## src/hdl/uamfb_pkg.sv

```systemverilog
// Package with register map, field positions, reset values and types of the serial port enhancement block.
package uamfb_pkg;

    // ***************************************************************
    // Register indices, byte address is four times the index
    // ***************************************************************
    localparam logic [7:0] IDX_POWER_CTRL = 8'h87;
    localparam logic [7:0] IDX_SERIAL_CTRL = 8'h98;
    localparam logic [7:0] IDX_SERIAL_BUF = 8'h99;
    localparam logic [7:0] IDX_RATE_RELOAD = 8'h9a;
    localparam logic [7:0] IDX_RATE_GEN_CTRL = 8'h9b;
    localparam logic [7:0] IDX_SLAVE_ADDRESS = 8'ha9;
    localparam logic [7:0] IDX_SLAVE_ADDRESS_MASK = 8'hb9;
    localparam logic [7:0] IDX_TIMER_TWO_CTRL = 8'hc8;
    localparam logic [7:0] IDX_IRQ_STATUS = 8'hf0;
    localparam logic [7:0] IDX_IRQ_MASK = 8'hf1;
    localparam int ADDR_W = 12;

    // ***************************************************************
    // Field positions
    // ***************************************************************
    localparam int POS_RATE_DOUBLE = 7;
    localparam int POS_FRAME_CHECK = 6;
    localparam int POS_RUN_GEN = 4;
    localparam int POS_TX_INTERNAL = 3;
    localparam int POS_RX_INTERNAL = 2;
    localparam int POS_SPEED_SELECT = 1;
    localparam int POS_RX_TIMER_TWO = 5;
    localparam int POS_TX_TIMER_TWO = 4;
    localparam int POS_IRQ_RX = 0;
    localparam int POS_IRQ_TX = 1;
    localparam int POS_IRQ_FE = 2;

    // ***************************************************************
    // Reset values and counts
    // ***************************************************************
    localparam logic [7:0] RST_BYTE = 8'h00;
    localparam logic [2:0] RST_IRQ = 3'h0;
    localparam logic [4:0] PRESC_SLOW = 5'h17;
    localparam logic [4:0] PRESC_SLOW_X2 = 5'h0b;
    localparam logic [4:0] PRESC_FAST = 5'h03;
    localparam logic [4:0] PRESC_FAST_X2 = 5'h01;
    localparam logic [1:0] MODE2_DIV = 2'h3;
    localparam logic [3:0] SAMPLE_MID = 4'h7;
    localparam logic [3:0] SAMPLE_END = 4'hf;
    localparam logic [3:0] BITS_MODE1 = 4'h7;
    localparam logic [3:0] BITS_NINE = 4'h8;
    localparam logic [3:0] TX_STOP_MODE1 = 4'h9;
    localparam logic [3:0] TX_STOP_NINE = 4'ha;

    // ***************************************************************
    // Types
    // ***************************************************************
    typedef enum logic [1:0] {
        UAMFB_IDLE = 2'b00,
        UAMFB_START = 2'b01,
        UAMFB_DATA = 2'b11,
        UAMFB_STOP = 2'b10
    } uamfb_state_t;

    typedef struct packed {
        logic mode_hi;
        logic mode_lo;
        logic multiprocessor_enable;
        logic rx_enable;
        logic tx_ninth;
    } uamfb_serial_control_reg_t;

endpackage : uamfb_pkg

```

## src/hdl/uamfb_top.sv

```systemverilog
// Serial port enhancements: framing check, address recognition and baud clock selection.
//
// Overview of operation
// - In modes 1, 2 and 3 with frame checking on, an invalid stop bit sets the framing error flag.
// - The framing error flag stays set until software clears it or reset, valid frames never clear it.
// - With frame checking on, the receive done flag rises at the stop bit, not at the last data bit.
// - With multiprocessor mode on, receive done is raised only for a given or broadcast address match.
// - In mode 1 with address recognition, the stop bit is the ninth bit and must be valid with a match.
// - In mode 0 the multiprocessor enable bit has no effect.
// - The given address compares only bit positions where the mask register holds one.
// - The broadcast address is address OR mask, and only its one bits must match.
// - Reset clears the slave address and mask registers so any address is accepted.
// - Each direction takes the internal generator first, then timer two, then timer one.
// - The selectable baud sources apply to modes 1 and 3.
// - Transmit and receive run at the same time, each at its own rate.
// - The internal generator ticks on overflow of an 8-bit counter reloaded from the reload value.
// - The internal rate is 2^double times the clock over 2*2*6^(1-speed)*16*(256-reload).
// - The framing error flag shares bit 7 of the serial control register and shows only with checking on.
//
// Design decision made here: register access over APB.
`timescale 1ns/10ps
`default_nettype none

module uamfb_top
    import uamfb_pkg::*;
(
    // Clock and reset
    input wire logic CLK,
    input wire logic RST_N,
    // APB slave
    input wire logic PSEL,
    input wire logic PENABLE,
    input wire logic PWRITE,
    input wire logic [ADDR_W-1:0] PADDR,
    input wire logic [31:0] PWDATA,
    output logic [31:0] PRDATA,
    output logic PREADY,
    output logic PSLVERR,
    // Timer overflow pulses
    input wire logic T1_OVF,
    input wire logic T2_OVF,
    // Serial line
    input wire logic RXD,
    output logic TXD,
    // Interrupt
    output logic IRQ
);

    // ***************************************************************
    // Registers
    // ***************************************************************
    uamfb_serial_control_reg_t serial_control_reg;
    logic framing_error_flag, receive_done_flag, transmit_done_flag, rx_ninth;
    logic [7:0] slave_address, slave_address_mask, rate_reload_value, rx_buf;
    logic rate_double, frame_check_enable;
    logic run_gen, tx_use_internal_gen, rx_use_internal_gen, speed_select;
    logic tx_use_timer_two, rx_use_timer_two;
    logic [2:0] irq_status, irq_mask;
    logic [7:0] read_idx;

    // ***************************************************************
    // Bus decode
    // ***************************************************************
    function automatic logic hit(input logic [ADDR_W-1:0] a, input logic [7:0] idx);
        hit = (a == {2'b00, idx, 2'b00});
    endfunction : hit

    wire setup = PSEL && !PENABLE;
    wire wr = PSEL && PENABLE && PREADY && PWRITE;
    wire rd_done = PSEL && PENABLE && PREADY && !PWRITE;
    wire [7:0] wb = PWDATA[7:0];
    wire mapped = hit(PADDR, IDX_POWER_CTRL) || hit(PADDR, IDX_SERIAL_CTRL) || hit(PADDR, IDX_SERIAL_BUF)
        || hit(PADDR, IDX_RATE_RELOAD) || hit(PADDR, IDX_RATE_GEN_CTRL) || hit(PADDR, IDX_SLAVE_ADDRESS)
        || hit(PADDR, IDX_SLAVE_ADDRESS_MASK) || hit(PADDR, IDX_TIMER_TWO_CTRL) || hit(PADDR, IDX_IRQ_STATUS)
        || hit(PADDR, IDX_IRQ_MASK);
    wire wr_serial_control_reg = wr && hit(PADDR, IDX_SERIAL_CTRL);
    wire wr_sbuf = wr && hit(PADDR, IDX_SERIAL_BUF);
    wire bit7 = frame_check_enable ? framing_error_flag : serial_control_reg.mode_hi;
    wire [7:0] serial_control_reg_rd = {bit7, serial_control_reg.mode_lo, serial_control_reg.multiprocessor_enable, serial_control_reg.rx_enable, serial_control_reg.tx_ninth,
        rx_ninth, transmit_done_flag, receive_done_flag};
    wire [7:0] next_rd =
        hit(PADDR, IDX_POWER_CTRL) ? {rate_double, frame_check_enable, 6'h00} :
        hit(PADDR, IDX_SERIAL_CTRL) ? serial_control_reg_rd :
        hit(PADDR, IDX_SERIAL_BUF) ? rx_buf :
        hit(PADDR, IDX_RATE_RELOAD) ? rate_reload_value :
        hit(PADDR, IDX_RATE_GEN_CTRL) ? {3'h0, run_gen, tx_use_internal_gen, rx_use_internal_gen, speed_select, 1'b0} :
        hit(PADDR, IDX_SLAVE_ADDRESS) ? slave_address :
        hit(PADDR, IDX_SLAVE_ADDRESS_MASK) ? slave_address_mask :
        hit(PADDR, IDX_TIMER_TWO_CTRL) ? {2'h0, rx_use_timer_two, tx_use_timer_two, 4'h0} :
        hit(PADDR, IDX_IRQ_STATUS) ? {5'h00, irq_status} :
        hit(PADDR, IDX_IRQ_MASK) ? {5'h00, irq_mask} : 8'h00;

    always_ff @(posedge CLK or negedge RST_N) begin
        if (!RST_N) begin
            PREADY <= 1'b0;
            PRDATA <= 32'h0000_0000;
            PSLVERR <= 1'b0;
            read_idx <= RST_BYTE;
        end else begin
            PREADY <= setup;
            if (setup) begin
                PRDATA <= {24'h00_0000, next_rd};
                PSLVERR <= !mapped;
                read_idx <= PADDR[9:2];
            end
        end
    end

    // ***************************************************************
    // Baud sources
    // ***************************************************************
    logic [4:0] presc;
    logic [7:0] brg_cnt;
    logic brg_tick, t1_half, m2_tick;
    logic [1:0] m2_cnt;
    wire [4:0] presc_max = speed_select ? (rate_double ? PRESC_FAST_X2 : PRESC_FAST)
        : (rate_double ? PRESC_SLOW_X2 : PRESC_SLOW);
    wire presc_hit = run_gen && (presc == presc_max);
    wire next_brg_tick = presc_hit && (brg_cnt == 8'hff);
    wire t1_tick = T1_OVF && (rate_double || t1_half);
    wire is_mode0 = !serial_control_reg.mode_hi && !serial_control_reg.mode_lo;
    wire is_mode1 = !serial_control_reg.mode_hi && serial_control_reg.mode_lo;
    wire is_mode2 = serial_control_reg.mode_hi && !serial_control_reg.mode_lo;
    wire tx_tick = is_mode2 ? m2_tick : tx_use_internal_gen ? brg_tick
        : tx_use_timer_two ? T2_OVF : t1_tick;
    wire rx_tick = is_mode2 ? m2_tick : rx_use_internal_gen ? brg_tick
        : rx_use_timer_two ? T2_OVF : t1_tick;

    always_ff @(posedge CLK or negedge RST_N) begin
        if (!RST_N) begin
            presc <= 5'h00;
            brg_cnt <= RST_BYTE;
            brg_tick <= 1'b0;
            t1_half <= 1'b0;
            m2_cnt <= 2'h0;
            m2_tick <= 1'b0;
        end else begin
            presc <= (presc_hit || !run_gen) ? 5'h00 : presc + 5'h01;
            if (presc_hit) begin
                brg_cnt <= next_brg_tick ? rate_reload_value : brg_cnt + 8'h01;
            end
            brg_tick <= next_brg_tick;
            if (T1_OVF) begin
                t1_half <= !t1_half;
            end
            m2_cnt <= m2_cnt + 2'h1;
            m2_tick <= (m2_cnt == (rate_double ? MODE2_DIV >> 1 : MODE2_DIV)) || (rate_double && m2_cnt == MODE2_DIV);
        end
    end

    // ***************************************************************
    // Receive line synchroniser
    // ***************************************************************
    logic rx_s1, rx_s2, rx_s3, rx_line;
    always_ff @(posedge CLK or negedge RST_N) begin
        if (!RST_N) begin
            rx_s1 <= 1'b1;
            rx_s2 <= 1'b1;
            rx_s3 <= 1'b1;
            rx_line <= 1'b1;
        end else begin
            rx_s1 <= RXD;
            rx_s2 <= rx_s1;
            rx_s3 <= rx_s2;
            if (rx_s2 == rx_s3) begin
                rx_line <= rx_s3;
            end
        end
    end

    // ***************************************************************
    // Receiver
    // ***************************************************************
    function automatic logic addr_match(input logic [7:0] a, input logic [7:0] sa, input logic [7:0] sm);
        logic [7:0] bc;
        bc = sa | sm;
        addr_match = (((a ^ sa) & sm) == 8'h00) || (((a ^ bc) & bc) == 8'h00);
    endfunction : addr_match

    uamfb_state_t rx_state;
    logic [3:0] rx_cnt, rx_idx;
    logic [8:0] rx_sh;
    wire mp_eff = serial_control_reg.multiprocessor_enable && !is_mode0;
    wire stop_point = frame_check_enable || (is_mode1 && mp_eff);
    wire rx_sample = rx_tick && (rx_cnt == SAMPLE_END);
    wire [3:0] last_idx = is_mode1 ? BITS_MODE1 : BITS_NINE;
    wire rx_last = rx_idx == last_idx;
    logic [8:0] next_sh;
    always_comb begin
        next_sh = rx_sh;
        if (rx_state == UAMFB_DATA) begin
            next_sh[rx_idx] = rx_line;
        end
    end
    wire frm_ninth = is_mode1 ? rx_line : next_sh[8];
    wire rx_accept = !mp_eff
        || (frm_ninth && addr_match(next_sh[7:0], slave_address, slave_address_mask));
    wire rx_fire = rx_sample && ((rx_state == UAMFB_DATA && rx_last && !stop_point)
        || (rx_state == UAMFB_STOP && stop_point));
    wire fe_event = rx_sample && rx_state == UAMFB_STOP && frame_check_enable && !rx_line;
    wire rx_set = rx_fire && rx_accept;

    always_ff @(posedge CLK or negedge RST_N) begin
        if (!RST_N) begin
            rx_state <= UAMFB_IDLE;
            rx_cnt <= 4'h0;
            rx_idx <= 4'h0;
            rx_sh <= 9'h000;
        end else if (!serial_control_reg.rx_enable || is_mode0) begin
            rx_state <= UAMFB_IDLE;
        end else if (rx_tick) begin
            rx_cnt <= rx_cnt + 4'h1;
            case (rx_state)
                UAMFB_IDLE: begin
                    rx_cnt <= 4'h0;
                    rx_idx <= 4'h0;
                    if (!rx_line) begin
                        rx_state <= UAMFB_START;
                    end
                end
                UAMFB_START: begin
                    if (rx_cnt == SAMPLE_MID) begin
                        rx_cnt <= 4'h0;
                        rx_state <= rx_line ? UAMFB_IDLE : UAMFB_DATA;
                    end
                end
                UAMFB_DATA: begin
                    if (rx_sample) begin
                        rx_sh <= next_sh;
                        rx_idx <= rx_idx + 4'h1;
                        if (rx_last) begin
                            rx_state <= UAMFB_STOP;
                        end
                    end
                end
                UAMFB_STOP: begin
                    if (rx_sample) begin
                        rx_state <= UAMFB_IDLE;
                    end
                end
                default: begin
                    rx_state <= UAMFB_IDLE;
                end
            endcase
        end
    end

    // ***************************************************************
    // Transmitter, runs beside the receiver on its own tick
    // ***************************************************************
    logic [10:0] tx_sh;
    logic [3:0] tx_cnt, tx_idx;
    logic tx_busy;
    wire [3:0] tx_stop = is_mode1 ? TX_STOP_MODE1 : TX_STOP_NINE;
    wire tx_bit_end = tx_busy && tx_tick && (tx_cnt == SAMPLE_END);
    wire tx_start = wr_sbuf && !tx_busy && !is_mode0;
    wire ti_event = tx_bit_end && (tx_idx + 4'h1 == tx_stop);

    always_ff @(posedge CLK or negedge RST_N) begin
        if (!RST_N) begin
            tx_sh <= 11'h7ff;
            tx_cnt <= 4'h0;
            tx_idx <= 4'h0;
            tx_busy <= 1'b0;
        end else if (tx_start) begin
            tx_sh <= {1'b1, is_mode1 | serial_control_reg.tx_ninth, wb, 1'b0};
            tx_cnt <= 4'h0;
            tx_idx <= 4'h0;
            tx_busy <= 1'b1;
        end else if (tx_busy && tx_tick) begin
            tx_cnt <= tx_cnt + 4'h1;
            if (tx_bit_end) begin
                tx_idx <= tx_idx + 4'h1;
                if (tx_idx == tx_stop) begin
                    tx_busy <= 1'b0;
                end else begin
                    tx_sh <= {1'b1, tx_sh[10:1]};
                end
            end
        end
    end
    assign TXD = tx_sh[0];

    // ***************************************************************
    // Software registers and flags, hardware set wins over clear
    // ***************************************************************
    wire status_rd = rd_done && (read_idx == IDX_IRQ_STATUS);
    wire [2:0] events = {fe_event, ti_event, rx_set};
    always_ff @(posedge CLK or negedge RST_N) begin
        if (!RST_N) begin
            serial_control_reg <= '0;
            framing_error_flag <= 1'b0;
            receive_done_flag <= 1'b0;
            transmit_done_flag <= 1'b0;
            rx_ninth <= 1'b0;
            rx_buf <= RST_BYTE;
            slave_address <= RST_BYTE;
            slave_address_mask <= RST_BYTE;
            rate_reload_value <= RST_BYTE;
            {rate_double, frame_check_enable} <= 2'b00;
            {run_gen, tx_use_internal_gen, rx_use_internal_gen, speed_select} <= 4'h0;
            {tx_use_timer_two, rx_use_timer_two} <= 2'b00;
            irq_status <= RST_IRQ;
            irq_mask <= RST_IRQ;
            IRQ <= 1'b0;
        end else begin
            if (wr_serial_control_reg) begin
                if (frame_check_enable) begin
                    framing_error_flag <= wb[7];
                end else begin
                    serial_control_reg.mode_hi <= wb[7];
                end
                {serial_control_reg.mode_lo, serial_control_reg.multiprocessor_enable, serial_control_reg.rx_enable, serial_control_reg.tx_ninth} <= wb[6:3];
                rx_ninth <= wb[2];
                transmit_done_flag <= wb[1];
                receive_done_flag <= wb[0];
            end
            if (wr && hit(PADDR, IDX_POWER_CTRL)) begin
                rate_double <= wb[POS_RATE_DOUBLE];
                frame_check_enable <= wb[POS_FRAME_CHECK];
            end
            if (wr && hit(PADDR, IDX_RATE_RELOAD)) begin
                rate_reload_value <= wb;
            end
            if (wr && hit(PADDR, IDX_RATE_GEN_CTRL)) begin
                run_gen <= wb[POS_RUN_GEN];
                tx_use_internal_gen <= wb[POS_TX_INTERNAL];
                rx_use_internal_gen <= wb[POS_RX_INTERNAL];
                speed_select <= wb[POS_SPEED_SELECT];
            end
            if (wr && hit(PADDR, IDX_TIMER_TWO_CTRL)) begin
                rx_use_timer_two <= wb[POS_RX_TIMER_TWO];
                tx_use_timer_two <= wb[POS_TX_TIMER_TWO];
            end
            if (wr && hit(PADDR, IDX_SLAVE_ADDRESS)) begin
                slave_address <= wb;
            end
            if (wr && hit(PADDR, IDX_SLAVE_ADDRESS_MASK)) begin
                slave_address_mask <= wb;
            end
            if (wr && hit(PADDR, IDX_IRQ_MASK)) begin
                irq_mask <= wb[2:0];
            end
            if (fe_event) begin
                framing_error_flag <= 1'b1;
            end
            if (rx_set) begin
                receive_done_flag <= 1'b1;
                rx_buf <= next_sh[7:0];
                rx_ninth <= frm_ninth;
            end
            if (ti_event) begin
                transmit_done_flag <= 1'b1;
            end
            irq_status <= (irq_status & ~(status_rd ? PRDATA[2:0] : 3'h0)) | events;
            IRQ <= |(irq_status & irq_mask);
        end
    end
endmodule : uamfb_top

`default_nettype wire

```

## config.mk

```make
export PLATFORM = sky130hd
export DESIGN_NAME = uamfb_top
export DESIGN_NICKNAME = d
export VERILOG_FILES = /design/src/hdl/uamfb_pkg.sv /design/src/hdl/uamfb_top.sv
export SDC_FILE = /design/constraint.sdc
export NUM_CORES = 1
export LEC_CHECK = 0
export BUFFER_PORTS_ARGS = -buffer_cell sky130_fd_sc_hd__buf_2
export CAP_MARGIN = 10
export CELL_PAD_IN_SITES_DETAIL_PLACEMENT = 1
export CELL_PAD_IN_SITES_GLOBAL_PLACEMENT = 1
export CORE_AREA = 2 2 126 128
export DETAILED_ROUTE_END_ITERATION = 12
export DIE_AREA = 0 0 128 130
export PLACE_DENSITY = 0.86
export SLEW_MARGIN = 15
export SYNTH_ARGS = -nofsm -noshare
export SYNTH_HDL_FRONTEND = slang
export SYNTH_SLANG_ARGS = --single-unit
```

## constraint.sdc

```tcl
create_clock -name CLK -period 5.3 [get_ports CLK]
set_input_delay 0.795 -clock CLK [delete_from_list [all_inputs] [get_ports CLK]]
set_output_delay 0.795 -clock CLK [all_outputs]
set_load 0.005 [all_outputs]
```

# --- Word-level counts from Yosys, hierarchy flattened ---
# Cells that the tools add are included.
word_totals:
  ff_bits: 135
  wordCells: 257
  inputBits: 52
  output_inout_bits: 36
op_classes:
  bitwise: 12
  n_reduce_logical: 92
  n_addsub: 7
  muxes: 66
  eq_ne: 32
  magnitude_cmp: 2
op_table:
  columns: ["op", "count"]
  rows:
  - ["$eq A12 B10 Y1 const B", 10]
  - ["$mux W8", 8]
  - ["$mux W11", 4]
  - ["$logic_and A1 B1 Y1", 40]
  - ["$mux W4", 8]
  - ["$mux W1", 22]
  - ["$mux W2", 11]
  - ["$reduce_bool A2 Y1", 9]
  - ["$logic_or A1 B1 Y1", 17]
  - ["$add A4 B1 Y4 const B", 4]
  - ["$and A8 B8 Y8", 2]
  - ["$eq A8 B8 Y1 const B", 2]
  - ["$logic_not A8 Y1", 2]
  - ["$pmux W4 S2", 2]
  - ["$xor A8 B8 Y8", 2]
  - ["$mux W5", 3]
  - ["$logic_not A1 Y1", 13]
  - ["$eq A4 B4 Y1", 3]
  - ["$bwmux W9", 1]
  - ["$mux W3", 3]
  - ["$mux W9", 1]
  - ["$ne A3 B2 Y1 const B", 3]
  - ["$add A8 B1 Y8 const B", 1]
  - ["$eq A4 B4 Y1 const B", 2]
  - ["27 further kinds", 38]

# --- Depth between registers and ports, before layout ---
logic_depth:
  depth_word: 14
  ltp_mapped: 11
  mapped_depth_nobuf: 10

# --- Worst setup path after synthesis ---
# Ideal clock, no wire load.
synth_timing:
  kind: "input to register"
  startpoint: "in PADDR[8]"
  endpoint: "reg PRDATA[0]"
  t_required_ns: 5.206
  setup_slack_ns: 2.573
  path_buffers: 1
  arrival_ns: 2.633
  setup_time_ns: 0.094
  stages: 7
  cell_sequence: "or4b_4 -> or3_1 -> buf_2 -> a21oi_1 -> a221oi_1 -> or4_1 -> a221oi_2"
synth_via:
  elab_chain_cells: 11
  word_cells_on_any_way: 20
  classes_between: "10 x eq/ne; 10 x mux"
synth_rtl:
  columns: ["item", "line_no", "rtl"]
  rows:
  - ["start: declaration", "uamfb_top.sv:34", "input wire logic [ADDR_W-1:0] PADDR,"]
  - ["$eq A12 B10 Y1", "uamfb_top.sv:65", "hit = (a == {2'b00, idx, 2'b00});"]
  - ["$mux W3", "uamfb_top.sv:91", "hit(PADDR, IDX_IRQ_MASK) ? {5'h00, irq_mask} : 8'h00;"]
  - ["$mux W3", "uamfb_top.sv:90", "hit(PADDR, IDX_IRQ_STATUS) ? {5'h00, irq_status} :"]
  - ["$mux W6", "uamfb_top.sv:89", "hit(PADDR, IDX_TIMER_TWO_CTRL) ? {2'h0, rx_use_timer_two, tx_use_timer_two, 4'h0} :"]
  - ["$mux W8", "uamfb_top.sv:88", "hit(PADDR, IDX_SLAVE_ADDRESS_MASK) ? slave_address_mask :"]
  - ["$mux W8", "uamfb_top.sv:87", "hit(PADDR, IDX_SLAVE_ADDRESS) ? slave_address :"]
  - ["$mux W8", "uamfb_top.sv:86", "hit(PADDR, IDX_RATE_GEN_CTRL) ? {3'h0, run_gen, tx_use_internal_gen, rx_use_internal_gen, speed_select, 1'b0} ..."]
  - ["$mux W8", "uamfb_top.sv:85", "hit(PADDR, IDX_RATE_RELOAD) ? rate_reload_value :"]
  - ["$mux W8", "uamfb_top.sv:84", "hit(PADDR, IDX_SERIAL_BUF) ? rx_buf :"]
  - ["$mux W8", "uamfb_top.sv:83", "hit(PADDR, IDX_SERIAL_CTRL) ? serial_control_reg_rd :"]
  - ["$mux W8 *", "uamfb_top.sv:82", "hit(PADDR, IDX_POWER_CTRL) ? {rate_double, frame_check_enable, 6'h00} :"]
  - ["end signal: assignment", "uamfb_top.sv:102", "PRDATA <= {24'h00_0000, next_rd};"]
  - ["end: declaration", "uamfb_top.sv:36", "output logic [31:0] PRDATA,"]
# Mark *: on every way between the ends. The rest lies on a longest branch, timed or not.
# A chain may end at the register's enable or synchronous reset.

# --- Worst setup path in the final report ---
layout_timing:
  startpoint: "reg rx_state[0]"
  endpoint: "reg rx_buf[5]"
layout_via:
  elab_chain_cells: 9
  word_cells_on_any_way: 19
  classes_between: "2 x eq/ne; 2 x mux; 4 x bitwise; 11 x reduce/logical"
layout_rtl:
  columns: ["item", "line_no", "rtl"]
  rows:
  - ["start: declaration", "uamfb_top.sv:180", "uamfb_state_t rx_state;"]
  - ["start signal: assignment", "uamfb_top.sv:224", "rx_state <= rx_line ? UAMFB_IDLE : UAMFB_DATA;"]
  - ["$eq A2 B2 Y1", "uamfb_top.sv:191, uamfb_top.sv:198", null]
  - ["$mux W9", "uamfb_top.sv:191", "if (rx_state == UAMFB_DATA) begin"]
  - ["$xor A8 B8 Y8", "uamfb_top.sv:177", "addr_match = (((a ^ sa) & sm) == 8'h00) || (((a ^ bc) & bc) == 8'h00);"]
  - ["$and A8 B8 Y8", "uamfb_top.sv:177", null]
  - ["$logic_not A8 Y1", "uamfb_top.sv:177", null]
  - ["$logic_or A1 B1 Y1", "uamfb_top.sv:177", null]
  - ["$logic_and A1 B1 Y1", "uamfb_top.sv:197", "|| (frm_ninth && addr_match(next_sh[7:0], slave_address, slave_address_mask));"]
  - ["$logic_or A1 B1 Y1", "uamfb_top.sv:197", null]
  - ["$logic_and A1 B1 Y1", "uamfb_top.sv:201", "wire rx_set = rx_fire && rx_accept;"]
  - ["end signal: assignment", "uamfb_top.sv:349", "rx_buf <= next_sh[7:0];"]
  - ["end: declaration", "uamfb_top.sv:54", "logic [7:0] slave_address, slave_address_mask, rate_reload_value, rx_buf;"]
# Parallel ways exist; a longest one is shown, timed or not.

==> flow_summary_export.csv <==
group,metric,value,unit
outcome,status,"finished clean",
route,top_layer_used,"met4",
power,p_per_area,293,mW/mm²
clock_network,clockBufferDepth,2,
route,routed-via-count,5931,
synth,synthesis.area,0.00732,mm²
route,wl,21.3,mm
layout,largest_register_ffs,10,
synth,synth_seq_cells,134,
synth,synthArstFlopShare,100,%
setup_path,cp_max_fo,19,
clock_network,cts_made_buffers,17,
route,drc,0,
setup_path,rrSetupSlack,1.99,ns
setup_path,path_buf_inv,0,
layout,n_antenna_cell,0,
synth,syn_area_per_cell,10.0,µm²
setup_path,r2r-start,"rx_state[0]$_DFFE_PN0P_",
setup_path,regToRegEndpoint,"rx_buf[5]$_DFFE_PN0P_",
setup_path,critPathMaxStageDelay,0.69,ns
synth,yosys_warnings,0,
setup_path,critPathTopFamily,"simple AND/OR/NAND/NOR gates",
setup_path,worstSetupPathType,"flop to flop",
synth,synth_top_area_share,41.0,%
power,leakagePower,3.79,nW
floorplanning,die_w,128,µm
layout,regMostFlops,"tx_sh",
synth,synth_edf_count,0,
synth,ys_top_cells_by_area,"dfrtp_1 41%, mux2_2 8.9%, nand2_1 5.2%",
synth,synth_area_leader_cell,"dfrtp_1",
layout,synthToLayoutAreaGrowth,11.3,%
clock_network,clkLatencyLatePin,0.44,ns
layout,drive_gt1_share,21.6,%
clock_network,cts_tree,"done",
clock_network,htree_levels,4,
setup_path,start_kind,"flop",
setup_path,slowest_stage,"dfrtp_1",
route,wl_met3,1.15,mm
timing,rsz0062_at_grt,"false",
setup_path,cp.required,5.62,ns
timing,post-route-period-util,62.5,%
grt,grtUsageTotal,26.8,%
route,routedWlPerCell,22.0,µm
clock_network,clk_pin_slew,0.06,ns
timing,min_period,3.31,ns
grt,grt_pass1_vias,6141,
route,wl_met1,8.82,mm
timing,relSlewSlack,36.4,%
clock_network,postCtsResizedCells,0,
synth,ys_seq_area_share,46.1,%
floorplanning,dieHeight,130,µm
route,via_per_inst,6.12,
grt,antenna_found_initial,0,
setup_path,cp_cell_sequence,"and4bb_1 -> nand2_4 -> mux2i_1 -> a311oi_1 -> nand4_1 -> nor4_2 -> o211a_1 -> mux2_4",
synth,synth_cell_type_count,79,
timing,finClkSkew,0.00751,ns
route,drt_pre_antenna_iters,7,
timing,tightest_slew,0.945,ns
setup_path,worstSetupEndpointType,"flop",
flow_run,cap_viol_max_count,0,
synth,synth_most_common_cell,"dfrtp_1",
timing,fin_setup_tns,0,ns
grt,grt_pass1_wl,33.8,mm
synth,synth_common_cells,"120 x dfrtp_1, 101 x nand2_1, 63 x nor2_1",
clock_network,cts_num_sinks,134,
layout,largestRegisters,"tx_sh: 10 flops, rx_sh: 9 flops",
floorplanning,core,0.0154,mm²
hold_path,hold_path_depth,0,
hold_path,holdCritPathClass,"flop to flop",
clock_network,root_buffer,"clkbuf_16",
setup_path,rr_worst_depth,8,
timing,report.final.hold_viol_count,0,
synth,synth_cells,731,
route,drtAntennaViolNets,0,
place,hpwl,14.2,mm
grt,grt_max_degree,90,
floorplanning,fp-row-count,46,
power,ir_worst_vdd,0.225,mV
hold_path,hold_end,"rx_s2$_DFF_PN1_",
route,met2_length,10.5,mm
timing,report.final.slew_viol_count,0,
timing,finalSetupViolCount,0,
place,io_buffer_count,39,
power,total_power,2.39,mW
floorplanning,start_util,47.4,%
timing,fmax,0.302,GHz
clock_network,hold_buffers,0,
grt,grt_remaining_overflow,0,
clock_network,post_cts_buffers,0,
place,gp_congestion,0.892,
setup_path,arrival,3.63,ns
route,drt-initial-drc-count,385,
synth,synthFlopType,"dfrtp_1",
floorplanning,dieArea,0.0166,mm²
hold_path,min_from,"rx_s1$_DFF_PN1_",
floorplanning,ios,88,
layout,nets,826,
[per-layer routing]
metal | track usage, % | up-vias
li1 | - | 2654
met1 | 33.6 | 3009
met2 | 44.4 | 205
met3 | 5.82 | 63
met4 | 12.8 | 0
met5 | 0 | -
[cells by family (layout without fill, tap and decap cells)]
kind of cell    Yosys count  after routing  synth area share (%)
buf+inv                  63             86                  4.96
simple gates            283            283                  19.4
compound gates          132            132                  11.8
fa+ha+maj                11             11                  1.85
flops                   134            134                  46.1
mux                      90             90                  13.9
xor+xnor                 17             17                  2.04
other cells               1             24                0.0513
[worst reg2reg max path, cell delays in order, from the launching register on]
cell and delay (ns):
dfrtp_1 0.69, and4bb_1 0.49, nand2_4 0.11, mux2i_1 0.14, a311oi_1 0.28, nand4_1 0.16, nor4_2 0.37, o211a_1 0.59
mux2_4 0.36
[power by group]
group	switching (mW)	total, mW	internal (mW)
Sequential	0.0190	1.06	1.04
Clock	0.500	1.22	0.716
Combinational	0.0753	0.108	0.0330
Total	0.594	2.39	1.79
[through the flow]
stage	util [%]	area [µm²]	instances	setup slack (ns)	hold WS, ns
global placement	48.9	7540	937	2.11	0.346
CTS	52.8	8150	969	1.98	0.357
global route	52.8	8150	969	1.82	0.364
floorplan	-	7400	754	2.57	0.345
finish	52.8	8150	969	1.99	0.356
detailed placement	48.9	7540	937	2.02	0.348
[area by class of cell]
type / count / area (µm²)
clock buffers: 18 / 439
clock inverters: 14 / 161
fillers: 1716 / 7280
inverters: 13 / 48.8
multi-input cells: 557 / 3670
flip-flops and latches: 134 / 3370
well taps: 192 / 240
repair buffers: 41 / 216
[cell usage in the layout (no fill, tap or decap), types with 12 or more instances in the layout]
cell,instances
buf_2,38
xor2_1,13
a21oi_1,27
nand3_1,28
dfrtp_1,120
conb_1,24
mux2_2,58
mux2i_1,24
o21ai_0,45
nand2_1,101
nor2_1,63
inv_1,12
dfstp_2,14
nand4_1,14
clkbuf_16,17
[how the worst max path moves through the flow]
stage / from / endpoint / slack, ns / depth (start not counted)
global placement: rx_state[0]$_DFFE_PN0P_ / rx_buf[3]$_DFFE_PN0P_ / 2.11 / 8
global route: rx_state[0]$_DFFE_PN0P_ / rx_buf[5]$_DFFE_PN0P_ / 1.82 / 8
detailed placement: rx_state[0]$_DFFE_PN0P_ / rx_buf[1]$_DFFE_PN0P_ / 2.02 / 8
CTS: rx_state[0]$_DFFE_PN0P_ / rx_buf[5]$_DFFE_PN0P_ / 1.98 / 8
finish: rx_state[0]$_DFFE_PN0P_ / rx_buf[5]$_DFFE_PN0P_ / 1.99 / 8
floorplan: PADDR[8] / PRDATA[0]$_DFFE_PN0P_ / 2.57 / 7
Power figures use the tool's default switching activity.
